File: config.mk
export PLATFORM = sky130hd
export DESIGN_NAME = tfef_top
export DESIGN_NICKNAME = d
export VERILOG_FILES = /design/src/verilog/tfef_pkg.sv /design/src/verilog/tfef_top.sv
export SDC_FILE = /design/constraint.sdc
export NUM_CORES = 2
export LEC_CHECK = 0
export ABC_AREA = 1
export BUFFER_PORTS_ARGS = -buffer_cell sky130_fd_sc_hd__buf_2
export CAP_MARGIN = 0
export CELL_PAD_IN_SITES_DETAIL_PLACEMENT = 0
export CELL_PAD_IN_SITES_GLOBAL_PLACEMENT = 1
export CORE_MARGIN = 1.5
export CORE_UTILIZATION = 48
export DETAILED_ROUTE_END_ITERATION = 16
export PLACE_DENSITY = 0.79
export REMOVE_ABC_BUFFERS = 1
export SYNTH_ARGS = -nofsm -noshare
export SYNTH_HDL_FRONTEND = slang
export SYNTH_SLANG_ARGS = --single-unit
File: constraint.sdc
create_clock -name clk_sys_i -period 9.6 [get_ports clk_sys_i]
set_input_delay 0.96 -clock clk_sys_i [delete_from_list [all_inputs] [get_ports clk_sys_i]]
set_output_delay 0.96 -clock clk_sys_i [all_outputs]
set_load 0.05 [all_outputs]
File: src/verilog/tfef_pkg.sv
// Constants, register map and types of the trigger, frame and embedded-row formatter.
package tfef_pkg;
  // Marker and tag words of the inserted rows.
  localparam logic [11:0] TAG_DUMP = 12'h0a0;
  localparam logic [11:0] MK_AHI   = 12'haa0;
  localparam logic [11:0] MK_ALO   = 12'ha50;
  localparam logic [11:0] MK_VAL   = 12'h5a0;
  localparam logic [11:0] TAG_STAT = 12'h0b0;
  // Register ranges dumped into the two data rows.
  localparam logic [15:0] DUMP1_FIRST  = 16'h3000;
  localparam logic [15:0] DUMP1_LAST   = 16'h312f;
  localparam logic [15:0] DUMP2A_FIRST = 16'h3136;
  localparam logic [15:0] DUMP2A_LAST  = 16'h31bf;
  localparam logic [15:0] DUMP2B_FIRST = 16'h31d0;
  localparam logic [15:0] DUMP2B_LAST  = 16'h31ff;
  localparam int DUMP1_REGS  = (DUMP1_LAST - DUMP1_FIRST + 1) / 2;
  localparam int DUMP2A_REGS = (DUMP2A_LAST - DUMP2A_FIRST + 1) / 2;
  localparam int DUMP2B_REGS = (DUMP2B_LAST - DUMP2B_FIRST + 1) / 2;
  localparam int DUMP_HDR    = 5;
  localparam int DUMP1_WORDS = DUMP_HDR + 4 * DUMP1_REGS;
  localparam int DUMP2_WORDS = DUMP_HDR + 4 * (DUMP2A_REGS + DUMP2B_REGS);
  // Statistics layout.
  localparam int HIST_BINS    = 244;
  localparam int HIST_BINS_12 = 64;
  localparam int STAT1_HDR    = 3;
  localparam int STAT1_WORDS  = STAT1_HDR + HIST_BINS;
  localparam int STAT2_WORDS  = 7;
  localparam int EMB_ROWS     = 2;
  // Sensor-style register addresses; the bus word index is (address - base) / 2.
  localparam logic [15:0] SADDR_BASE   = 16'h3000;
  localparam logic [15:0] SADDR_INTEG  = 16'h3012;
  localparam logic [15:0] SADDR_CTRL   = 16'h301a;
  localparam logic [15:0] SADDR_MODE   = 16'h3028;
  localparam logic [15:0] SADDR_STATUS = 16'h3030;
  localparam logic [15:0] SADDR_FCOUNT = 16'h303a;
  localparam logic [15:0] SADDR_FID    = 16'h31d2;
  // Field positions and reset values.
  localparam int CTRL_STREAM_BIT = 2;
  localparam int MODE_SINGLE_BIT = 0;
  localparam int MODE_EMBED_BIT  = 1;
  localparam logic [15:0] CTRL_RST  = 16'h0000;
  localparam logic [15:0] MODE_RST  = 16'h0000;
  localparam logic [15:0] INTEG_RST = 16'h0010;
  localparam logic [15:0] FID_RST   = 16'h0000;
  // Consecutive high samples needed to qualify the trigger.
  localparam logic [1:0] TRIG_QUAL_CYCLES = 2'h3;
  // Sequencer states.
  typedef enum logic [1:0] {
    ST_STOP   = 2'b00,
    ST_FRAME  = 2'b01,
    ST_VBLANK = 2'b10
  } tfef_state_type;
  // Kind of the output row at the read pointer.
  typedef enum logic [2:0] {
    RK_NONE  = 3'b000,
    RK_DUMP1 = 3'b001,
    RK_DUMP2 = 3'b010,
    RK_IMAGE = 3'b011,
    RK_STAT1 = 3'b100,
    RK_STAT2 = 3'b101
  } tfef_row_type;
endpackage

File: src/verilog/tfef_top.sv
// Frame sequencer with trigger qualification, flash strobe and embedded data and statistics rows.
`timescale 1ns/10ps
module tfef_top
  import tfef_pkg::*;
#(
  parameter int ACT_W    = 640,
  parameter int ACT_H    = 480,
  parameter int LINE_PCK = 1024,
  parameter int VB_LINES = 26
) (
  // Clock and reset.
  input  wire logic        clk_sys_i,
  input  wire logic        rst_n_i,
  // Avalon-MM register slave.
  input  wire logic [7:0]  avs_address_i,
  input  wire logic        avs_read_i,
  input  wire logic        avs_write_i,
  input  wire logic [31:0] avs_writedata_i,
  input  wire logic [3:0]  avs_byteenable_i,
  output logic      [31:0] avs_readdata_o,
  output logic             avs_waitrequest_o,
  // Trigger pin and pixel array.
  input  wire logic        trigger_i,
  input  wire logic [11:0] array_pixel_i,
  // Row pointers towards the array.
  output logic      [15:0] shutter_row_o,
  output logic             shutter_strobe_o,
  output logic      [15:0] read_row_o,
  output logic             read_strobe_o,
  // Parallel pixel output and flash.
  output logic             pixel_clock_out_o,
  output logic      [11:0] pixel_data_o,
  output logic             frame_valid_o,
  output logic             line_valid_o,
  output logic             flash_o
);

  tfef_state_type state;
  tfef_row_type   kind;
  logic        ph, tick, ack, trig_meta, trig_sync, trig_ok, start_req, line_end;
  logic        frame_emb, in_out, frame_valid_c;
  logic [1:0]  trig_cnt;
  logic [15:0] ctrl, mode, integ, fid, fcount, frame_int, fl, col, vb;
  logic [15:0] pre, o_row, img_row, out_rows, row_words, frame_last;
  logic [15:0] j, n, first_addr, reg_addr, reg_val, saddr;
  logic [11:0] next_word, pmin, pmax, mean;
  logic [31:0] sum;
  logic [9:0]  hist [HIST_BINS_12];

  // Register contents seen both by the bus and by the dump rows.
  function automatic logic [15:0] reg_at(input logic [15:0] a);
    case (a)
      SADDR_INTEG:  reg_at = integ;
      SADDR_CTRL:   reg_at = ctrl;
      SADDR_MODE:   reg_at = mode;
      SADDR_STATUS: reg_at = {11'h000, state, trig_ok, flash_o, frame_valid_o};
      SADDR_FCOUNT: reg_at = fcount;
      SADDR_FID:    reg_at = fid;
      default:      reg_at = 16'h0000;
    endcase
  endfunction

  // Pixel rate is half the system clock; the receiver samples on the rising pixel clock.
  always_ff @(posedge clk_sys_i or negedge rst_n_i) begin
    if (!rst_n_i) begin
      ph <= 1'b0;
    end else begin
      ph <= ~ph;
    end
  end
  assign tick = ph;
  assign pixel_clock_out_o = ph;

  // Two-flop synchroniser on the trigger pin.
  always_ff @(posedge clk_sys_i or negedge rst_n_i) begin
    if (!rst_n_i) begin
      trig_meta <= 1'b0;
      trig_sync <= 1'b0;
    end else begin
      trig_meta <= trigger_i;
      trig_sync <= trig_meta;
    end
  end

  // Level qualifier, reset by every low sample and held clear during frame valid.
  always_ff @(posedge clk_sys_i or negedge rst_n_i) begin
    if (!rst_n_i) begin
      trig_cnt <= 2'h0;
    end else if (frame_valid_c || !trig_sync) begin
      trig_cnt <= 2'h0;
    end else if (trig_cnt != TRIG_QUAL_CYCLES) begin
      trig_cnt <= trig_cnt + 2'h1;
    end
  end
  assign trig_ok = (trig_cnt == TRIG_QUAL_CYCLES);

  // Video runs on the stream bit or a held trigger; single frame needs the trigger.
  assign start_req = trig_ok | (ctrl[CTRL_STREAM_BIT] & ~mode[MODE_SINGLE_BIT]);

  // Row decode at the current frame line.
  always_comb begin
    pre        = frame_emb ? 16'(EMB_ROWS) : 16'h0000;
    out_rows   = 16'(ACT_H) + pre + pre;
    frame_last = frame_int + out_rows - 16'h0001;
    in_out     = (state == ST_FRAME) && (fl >= frame_int);
    o_row      = fl - frame_int;
    img_row    = o_row - pre;
    kind       = RK_NONE;
    if (in_out) begin
      if (o_row < pre) begin
        kind = (o_row == 16'h0000) ? RK_DUMP1 : RK_DUMP2;
      end else if (img_row < 16'(ACT_H)) begin
        kind = RK_IMAGE;
      end else begin
        kind = (img_row == 16'(ACT_H)) ? RK_STAT1 : RK_STAT2;
      end
    end
    case (kind)
      RK_DUMP1: row_words = 16'(DUMP1_WORDS);
      RK_DUMP2: row_words = 16'(DUMP2_WORDS);
      RK_IMAGE: row_words = 16'(ACT_W);
      RK_STAT1: row_words = 16'(STAT1_WORDS);
      RK_STAT2: row_words = 16'(STAT2_WORDS);
      default:  row_words = 16'h0000;
    endcase
  end
  // Frame valid covers inserted rows as well as the image.
  assign frame_valid_c = in_out;
  assign line_end      = tick && (col == 16'(LINE_PCK - 1));

  // Dump row addressing: five header words, then four words per register.
  always_comb begin
    j          = col - 16'(DUMP_HDR);
    n          = {2'b00, j[15:2]};
    first_addr = (kind == RK_DUMP1) ? DUMP1_FIRST : DUMP2A_FIRST;
    if (kind == RK_DUMP1) begin
      reg_addr = DUMP1_FIRST + {n[14:0], 1'b0};
    end else if (n < 16'(DUMP2A_REGS)) begin
      reg_addr = DUMP2A_FIRST + {n[14:0], 1'b0};
    end else begin
      reg_addr = DUMP2B_FIRST + {n[14:0] - 15'(DUMP2A_REGS), 1'b0};
    end
    reg_val = reg_at(reg_addr);
  end

  // Mean by constant division; pmin and pmax are the extreme codes seen.
  assign mean = 12'(sum / 32'(ACT_W * ACT_H));

  // Word selection for the next pixel slot.
  always_comb begin
    next_word = 12'h000;
    case (kind)
      RK_DUMP1, RK_DUMP2: begin
        if (col == 16'h0000) begin
          next_word = TAG_DUMP;
        end else if (col == 16'h0001) begin
          next_word = MK_AHI;
        end else if (col == 16'h0002) begin
          next_word = {first_addr[15:8], 4'h0};
        end else if (col == 16'h0003) begin
          next_word = MK_ALO;
        end else if (col == 16'h0004) begin
          next_word = {first_addr[7:0], 4'h0};
        end else if (!j[0]) begin
          next_word = MK_VAL;
        end else begin
          next_word = j[1] ? {reg_val[7:0], 4'h0} : {reg_val[15:8], 4'h0};
        end
      end
      RK_IMAGE: begin
        next_word = array_pixel_i;
      end
      RK_STAT1: begin
        if (col == 16'h0000) begin
          next_word = TAG_STAT;
        end else if (col == 16'h0001) begin
          next_word = {fcount[9:0], 2'b00};
        end else if (col == 16'h0002) begin
          next_word = {fid[9:0], 2'b00};
        end else if (col < 16'(STAT1_HDR + HIST_BINS_12)) begin
          next_word = {hist[6'(col - 16'(STAT1_HDR))], 2'b00};
        end
        // Bins above the 12-bit range stay zero: pixel codes never reach them.
      end
      RK_STAT2: begin
        case (col)
          16'h0000: next_word = TAG_STAT;
          16'h0001: next_word = {mean[11:2], 2'b00};
          16'h0002: next_word = {pmin[11:2], 2'b00};
          16'h0003: next_word = {pmax[11:2], 2'b00};
          default:  next_word = 12'h000;
        endcase
      end
      default: next_word = 12'h000;
    endcase
  end

  // Sequencer: stop, frame lines, then vertical blanking with a trigger decision.
  always_ff @(posedge clk_sys_i or negedge rst_n_i) begin
    if (!rst_n_i) begin
      state     <= ST_STOP;
      fl        <= 16'h0000;
      col       <= 16'h0000;
      vb        <= 16'h0000;
      frame_emb <= 1'b0;
      frame_int <= INTEG_RST;
      fcount    <= 16'h0000;
    end else if (tick) begin
      col <= line_end ? 16'h0000 : col + 16'h0001;
      case (state)
        ST_STOP: begin
          col <= 16'h0000;
          if (start_req) begin
            state     <= ST_FRAME;
            fl        <= 16'h0000;
            frame_emb <= mode[MODE_EMBED_BIT];
            frame_int <= (integ == 16'h0000) ? 16'h0001 : integ;
          end
        end
        ST_FRAME: begin
          if (line_end) begin
            fl <= fl + 16'h0001;
            if (fl == frame_last) begin
              state  <= ST_VBLANK;
              vb     <= 16'h0000;
              fcount <= fcount + 16'h0001;
            end
          end
        end
        ST_VBLANK: begin
          if (line_end) begin
            vb <= vb + 16'h0001;
            if (vb == 16'(VB_LINES - 1)) begin
              fl        <= 16'h0000;
              frame_emb <= mode[MODE_EMBED_BIT];
              frame_int <= (integ == 16'h0000) ? 16'h0001 : integ;
              state     <= start_req ? ST_FRAME : ST_STOP;
            end
          end
        end
        default: state <= ST_STOP;
      endcase
    end
  end

  // Output stage and row pointers, all registered on the pixel slot.
  always_ff @(posedge clk_sys_i or negedge rst_n_i) begin
    if (!rst_n_i) begin
      pixel_data_o     <= 12'h000;
      frame_valid_o    <= 1'b0;
      line_valid_o     <= 1'b0;
      flash_o          <= 1'b0;
      shutter_row_o    <= 16'h0000;
      shutter_strobe_o <= 1'b0;
      read_row_o       <= 16'h0000;
      read_strobe_o    <= 1'b0;
    end else begin
      shutter_strobe_o <= 1'b0;
      read_strobe_o    <= 1'b0;
      if (tick) begin
        frame_valid_o <= frame_valid_c;
        line_valid_o  <= frame_valid_c && (col < row_words);
        pixel_data_o  <= (col < row_words) ? next_word : 12'h000;
        // Exposure runs from the first row release to the last row sample.
        flash_o <= (state == ST_FRAME) && (fl >= pre) && (fl < frame_int + pre + 16'(ACT_H));
        if ((state == ST_FRAME) && (col == 16'h0000) && (fl >= pre) && (fl < pre + 16'(ACT_H))) begin
          shutter_row_o    <= fl - pre;
          shutter_strobe_o <= 1'b1;
        end
        if ((kind == RK_IMAGE) && (col == 16'h0000)) begin
          read_row_o    <= img_row;
          read_strobe_o <= 1'b1;
        end
      end
    end
  end

  // Histogram, sum and extremes over the image rows of the current frame.
  always_ff @(posedge clk_sys_i or negedge rst_n_i) begin
    if (!rst_n_i) begin
      for (int i = 0; i < HIST_BINS_12; i++) begin
        hist[i] <= 10'h000;
      end
      sum  <= 32'h0000_0000;
      pmin <= 12'hfff;
      pmax <= 12'h000;
    end else if (tick && (state != ST_FRAME)) begin
      for (int i = 0; i < HIST_BINS_12; i++) begin
        hist[i] <= 10'h000;
      end
      sum  <= 32'h0000_0000;
      pmin <= 12'hfff;
      pmax <= 12'h000;
    end else if (tick && (kind == RK_IMAGE) && (col < 16'(ACT_W))) begin
      if (hist[array_pixel_i[11:6]] != 10'h3ff) begin
        hist[array_pixel_i[11:6]] <= hist[array_pixel_i[11:6]] + 10'h001;
      end
      sum <= sum + {20'h00000, array_pixel_i};
      if (array_pixel_i < pmin) begin
        pmin <= array_pixel_i;
      end
      if (array_pixel_i > pmax) begin
        pmax <= array_pixel_i;
      end
    end
  end

  // Avalon slave: one wait cycle, writes land on the edge that samples waitrequest low, one after the wait ends.
  assign saddr             = SADDR_BASE + {7'h00, avs_address_i, 1'b0};
  assign avs_waitrequest_o = (avs_read_i | avs_write_i) & ~ack;
  always_ff @(posedge clk_sys_i or negedge rst_n_i) begin
    if (!rst_n_i) begin
      ack            <= 1'b0;
      avs_readdata_o <= 32'h0000_0000;
    end else begin
      ack <= (avs_read_i | avs_write_i) & ~ack;
      if (avs_read_i && !ack) begin
        avs_readdata_o <= {16'h0000, reg_at(saddr)};
      end
    end
  end

  // Writable registers; byte enables select the two low lanes.
  always_ff @(posedge clk_sys_i or negedge rst_n_i) begin
    if (!rst_n_i) begin
      ctrl  <= CTRL_RST;
      mode  <= MODE_RST;
      integ <= INTEG_RST;
      fid   <= FID_RST;
    end else if (avs_write_i && ack) begin
      case (saddr)
        SADDR_CTRL: begin
          if (avs_byteenable_i[0]) ctrl[7:0] <= avs_writedata_i[7:0];
          if (avs_byteenable_i[1]) ctrl[15:8] <= avs_writedata_i[15:8];
        end
        SADDR_MODE: begin
          if (avs_byteenable_i[0]) mode[7:0] <= avs_writedata_i[7:0];
          if (avs_byteenable_i[1]) mode[15:8] <= avs_writedata_i[15:8];
        end
        SADDR_INTEG: begin
          if (avs_byteenable_i[0]) integ[7:0] <= avs_writedata_i[7:0];
          if (avs_byteenable_i[1]) integ[15:8] <= avs_writedata_i[15:8];
        end
        SADDR_FID: begin
          if (avs_byteenable_i[0]) fid[7:0] <= avs_writedata_i[7:0];
          if (avs_byteenable_i[1]) fid[15:8] <= avs_writedata_i[15:8];
        end
        default: ctrl <= ctrl;
      endcase
    end
  end

endmodule

## Yosys cells after proc, flatten, opt, wreduce, memory -nomap -nowiden

Index checks and enable logic that the tools add are counted.
W data, S select, Z words.

| cells by class | value |
|---|---|
| add/subtract/negate cells | 23 |
| div/mod/pow operators | 1 |
| order comparisons | 15 |
| equality and inequality tests | 36 |
| mux-type cells | 79 |
| bitwise operators | 9 |
| reductions and logical operators | 49 |

Operators with widths:

| kind | number |
|---|---|
| $mux W640 | 3 |
| $bwmux W640 | 1 |
| $mux W16 | 15 |
| $mux W12 | 18 |
| $pmux W16 S6 | 2 |
| $bmux W10 S6 | 2 |
| $eq A16 B14 Y1 const B | 7 |
| $pmux W12 S4 | 2 |
| $eq A15 B14 Y1 const B | 5 |
| $add A16 B1 Y16 const B | 4 |
| $mux W32 | 2 |
| $pmux W16 S2 | 2 |
| $demux W10 S6 | 1 |
| $mux W10 | 5 |
| $pmux W10 S5 | 1 |
| $logic_not A16 Y1 | 3 |
| $pmux W16 S3 | 1 |
| $add A14 B15 Y16 const A | 2 |
| $add A16 B2 Y16 | 2 |
| $add A32 B12 Y32 | 1 |
| $div A32 B19 Y32 const B | 1 |
| $eq A16 B2 Y1 const B | 2 |
| $lt A16 B10 Y1 | 2 |
| $sub A16 B2 Y16 | 2 |
| 60 further kinds | 126 |

| storage, ports and cells | value |
|---|---|
| flip-flop bits (word level) | 914 |
| input port bits | 61 |
| output and inout port bits | 83 |
| word-level logic and storage cells | 308 |

## Depth between registers and ports, before layout

| depth | value |
|---|---|
| depth after elaboration | 20 |
| gate-level depth with buffers | 83 |
| mapped depth without buffers | 83 |

## Least setup slack after synthesis

Ideal clock, no wire load.

| path | value |
|---|---|
| kind | reg2reg |
| start point | reg sum[25] |
| end point | reg pixel_data_o[2] |
| library setup time | 0.118 ns |
| arrival time | 6.556 ns |
| required time | 9.482 ns |
| slack | 2.927 ns |
| cell stages (with the launch flop) | 70 |
| path buffers | 1 |
| period minus slack after synthesis | 6.673 ns |
| cells stage by stage | dfrtp_1 > nand2_2 > nand2_2 > nand2_2 > nand3_1 > xor2_1 > nor2_1 > nand2_4 > nand2_4 > nand2_4 > nand2_1 > nand3_2 > nand2_2 > nand3_2 > nand3_4 > nand2_1 > nand2_2 > nand2_2 > [... 34 more ...] > nand2_1 > nand2_1 > nor2_2 > nand3_4 > nand3_4 > nand2_1 > nand2_1 > inv_1 > nor2_1 > nand2_1 > nand2_1 > nand2_1 > nand2_1 > nand2_1 > nand2_1 > nand2_1 > nand2_1 > nand2_1 |

| on the way | value |
|---|---|
| cells in the longest elaborated chain, start to end | 4 |

RTL lines:

| what | RTL line | source |
|---|---|---|
| from (decl) | tfef_top.sv:47 | `logic [31:0] sum;` |
| from (signal assigned) | tfef_top.sv:298 | `sum <= sum + {20'h00000, array_pixel_i};` |
| $div A32 B19 Y32 | tfef_top.sv:147 | `assign mean = 12'(sum / 32'(ACT_W * ACT_H));` |
| $pmux W12 S4 | tfef_top.sv:186 | `case (col)` |
| $pmux W12 S4 | tfef_top.sv:152 | `case (kind)` |
| $mux W12 | tfef_top.sv:263 | `pixel_data_o <= (col < row_words) ? next_word : 12'h000;` |
| to (signal assigned) | tfef_top.sv:263 |  |
| to (decl) | tfef_top.sv:32 | `output logic [11:0] pixel_data_o,` |

No other way between the ends.
A chain may end at the register's enable or synchronous reset.

## Final worst setup path

| path | value |
|---|---|
| start point | reg sum[26] |
| end point | reg pixel_data_o[2] |

The elaborated chain is that of the path after synthesis.

==> out/metrics.yaml <==
power_and_ir_drop:
  p_leak_nw: 26.6
  internal_power_w: 0.00868
  seqPwrFrac_pct: 24.9
  sw_frac_of_total_pct: 48.5
  pwr-share-comb_pct: 49.1
  power_density_nw_per_um2: 280
  p_clk_share_pct: 26.0
  finalPower_w: 0.0169
  p_sw_w: 0.00818
  ir_drop_v: 0.000212
placement:
  placed_area_um2: 56400
  io_buffers: 109
  place_congestion: 0.969
  dp_cells: 8324
  dp.final_hpwl_um: 141000
clock_network:
  cts-root-buf: "clkbuf_16"
  cts.reportedPaths.clkPinSlew_ns: 0.06
  htree_levels: 3
  cts_resized: 0
  clock-sinks: 914
  ctsLongestPathBuffers: 3
  hold_buffers: 0
  cts_tree: "done"
  cts_buffers: 104
  post_cts_buffers: 0
  clk_latency_ns: 0.72
flow_run:
  timing.max_cap.violations: 0
routing:
  vias: 53100
  wire_per_inst_um: 24.4
  wl_met1_um: 87200
  drcViolationCount: 0
  dr_wl_met3_um: 23400
  viasPerCell: 6.24
  drtIter0Drc: 6436
  routed_wl_um: 208000
  highest_layer: "met5"
  first_pass_iters: 6
  wl_met2_um: 89500
  final_antenna_net_count: 0
synthesis:
  synthTopCellsByCount: "inv_1, o22ai_1, dfrtp_1, nand2_1, o21ai_0"
  synth.top_cell.area_share_pct: 41.7
  ys_async_sr_fraction_pct: 100
  syn_area_um2: 54000
  yosys.area.top_type: "dfrtp_1"
  synth_seq_cells: 914
  syn_inst: 6956
  synth_edf_count: 0
  netlist-cell-type-count: 71
  netlist_top_cells_area: "dfrtp_1, o22ai_1, inv_1"
  yosysMostFrequentCell: "inv_1"
  synth_seq_area_share_pct: 42.4
  avgSynthCellArea_um2: 7.77
  yosys_warnings: 0
  dominantRegCellSynth: "dfrtp_1"
floorplan:
  dieArea_um2: 115000
  rows: 122
  io_pins: 144
  core_um2: 111000
  die_height_um: 339
  initial_core_util_pct: 48.6
  die_w_um: 339
worst_setup_path:
  path_delay_family: "simple AND/OR/NAND/NOR gates"
  worstPathArrival_ns: 8.79
  endpoint_kind: "flip-flop"
  critPathMaxStageDelay_ns: 0.44
  critPathMaxFanout: 11
  slowest_stage: "dfrtp_1"
  worst_setup_path_start_kind: "flip-flop"
  reg2reg_slack_ns: 1.40
  cp.buffers_inverters: 9
  cp_data_required_time_ns: 10.19
  crit_top_cell: "nand2_1"
  critPathKind: "flip-flop to flip-flop"
global_routing:
  grt_max_degree: 167
  antenna_found_initial: 6
  grt_pass1_wl_um: 315000
  grt_pass1_vias: 50600
  grtUsageTotal_pct: 35.4
  grt_overflow: 0
status:
  status: "completed"
layout:
  stdcell_area_um2: 60200
  nets: 7117
  fillers: 10800
  syn_to_final_growth_pct: 11.3
  drive_gt1_share_pct: 8.94
  final_cells: 8523
min_path:
  min_path_type: "input pin to asynchronous set/reset pin"
sta:
  fmax_ghz: 0.122
  fin_tns_setup_ns: 0
  setup_viol: 0
  worst-slew-pin-transition_ns: 1.43
  finalCriticalPeriod_ns: 8.20
  slew_viol_final: 0
  clock_skew_ns: 0.0271
  holdWs_ns: 0.314
  grt_setup_unrepaired: "false"
  slew_headroom_pct: 3.47
  finalHoldViolCount: 0
  period_share_pct: 85.4
## metrics by stage
step	util [%]	worst slack, ns
after global placement	50.8	1.39
after detailed placement	50.8	1.33
after global routing	54.1	0.340
after floorplan	-	-9.89
final	54.2	1.40
after CTS	54.1	1.30
## path summary, 6_finish.rpt
kind	cells past startpoint	to	from
worst max-delay path	75	pixel_data_o[2]	sum[26]
worst min-delay path	1	hist[313]	rst_n_i
worst max register to register	75	pixel_data_o[2]	sum[26]
worst min register to register	0	trig_sync	trig_meta
max in group asynchronous	3	col[0]	rst_n_i
min in group clk_sys_i	1	trig_meta	trigger_i
## layout make-up
type                    count  area (um^2)  area share (%)
diodes                      2         5.00         0.00832
clock buffers             147         3070            5.10
clock inverters            50          673            1.12
inverters                1266         4780            7.94
multi-input cells        4422        25200            41.9
flip-flops and latches    914        22900            38.0
well taps                1488         1860            3.09
repair buffers            234         1690            2.82
## metal layers
| metal | GRT usage [%] | up-vias |
|---|---|---|
| met3 | 9.40 | 494 |
| met4 | 12.9 | 10 |
| met1 | 49.5 | 25700 |
| li1 | - | 24100 |
| met2 | 52.5 | 2824 |
| met5 | 0 | - |
## state kept, by name, summed over array words and instances, names as in the netlist, 2 cells and up
signal / flops
avs_readdata_o: 16
col: 16
ctrl: 16
fcount: 16
fid: 16
fl: 16
frame_int: 16
hist: 640
integ: 16
mode: 16
pixel_data_o: 12
pmax: 12
pmin: 12
read_row_o: 16
shutter_row_o: 16
state: 2
sum: 32
trig_cnt: 2
vb: 16
## power by group through the flow
stage | logic, W | clock network, W | registers, W
floorplan | 0.00444 | 0 | 0.00455
global route | 0.00872 | 0.00458 | 0.00422
global placement | 0.00787 | 0 | 0.00426
CTS | 0.00793 | 0.00442 | 0.00420
finish | 0.00827 | 0.00439 | 0.00420
detailed placement | 0.00789 | 0 | 0.00426
## cells in the final DEF (no fill, tap or decap), drive strengths merged, types with 11 or more instances in the layout
cell type,n
nand4,64
ha,111
o311ai,25
o221ai,74
o22ai,983
xnor2,16
a211oi,14
a21oi,421
clkinv,50
dfrtp,900
a2111oi,11
a22oi,20
dfstp,14
conb,16
inv,1247
bufinv,14
buf,234
nor3,97
o211ai,45
a221oi,26
nor2,555
xor2,119
o31ai,11
nand3,287
or2,17
o41ai,67
clkbuf,147
o21ai,583
nor4,26
nand2,753
## logic make-up after synthesis
kind of cell	synth area share, %
adder cells (fa/ha/maj)	2.68
flip-flops	42.4
XOR/XNOR	2.22
AO/OA/AOI/OAI	26.3
other	0.00694
AND/OR/NAND/NOR	14.9
multiplexers	0.0556
buffers and inverters	11.5
Note: power is estimated with default switching activity, not from simulation.
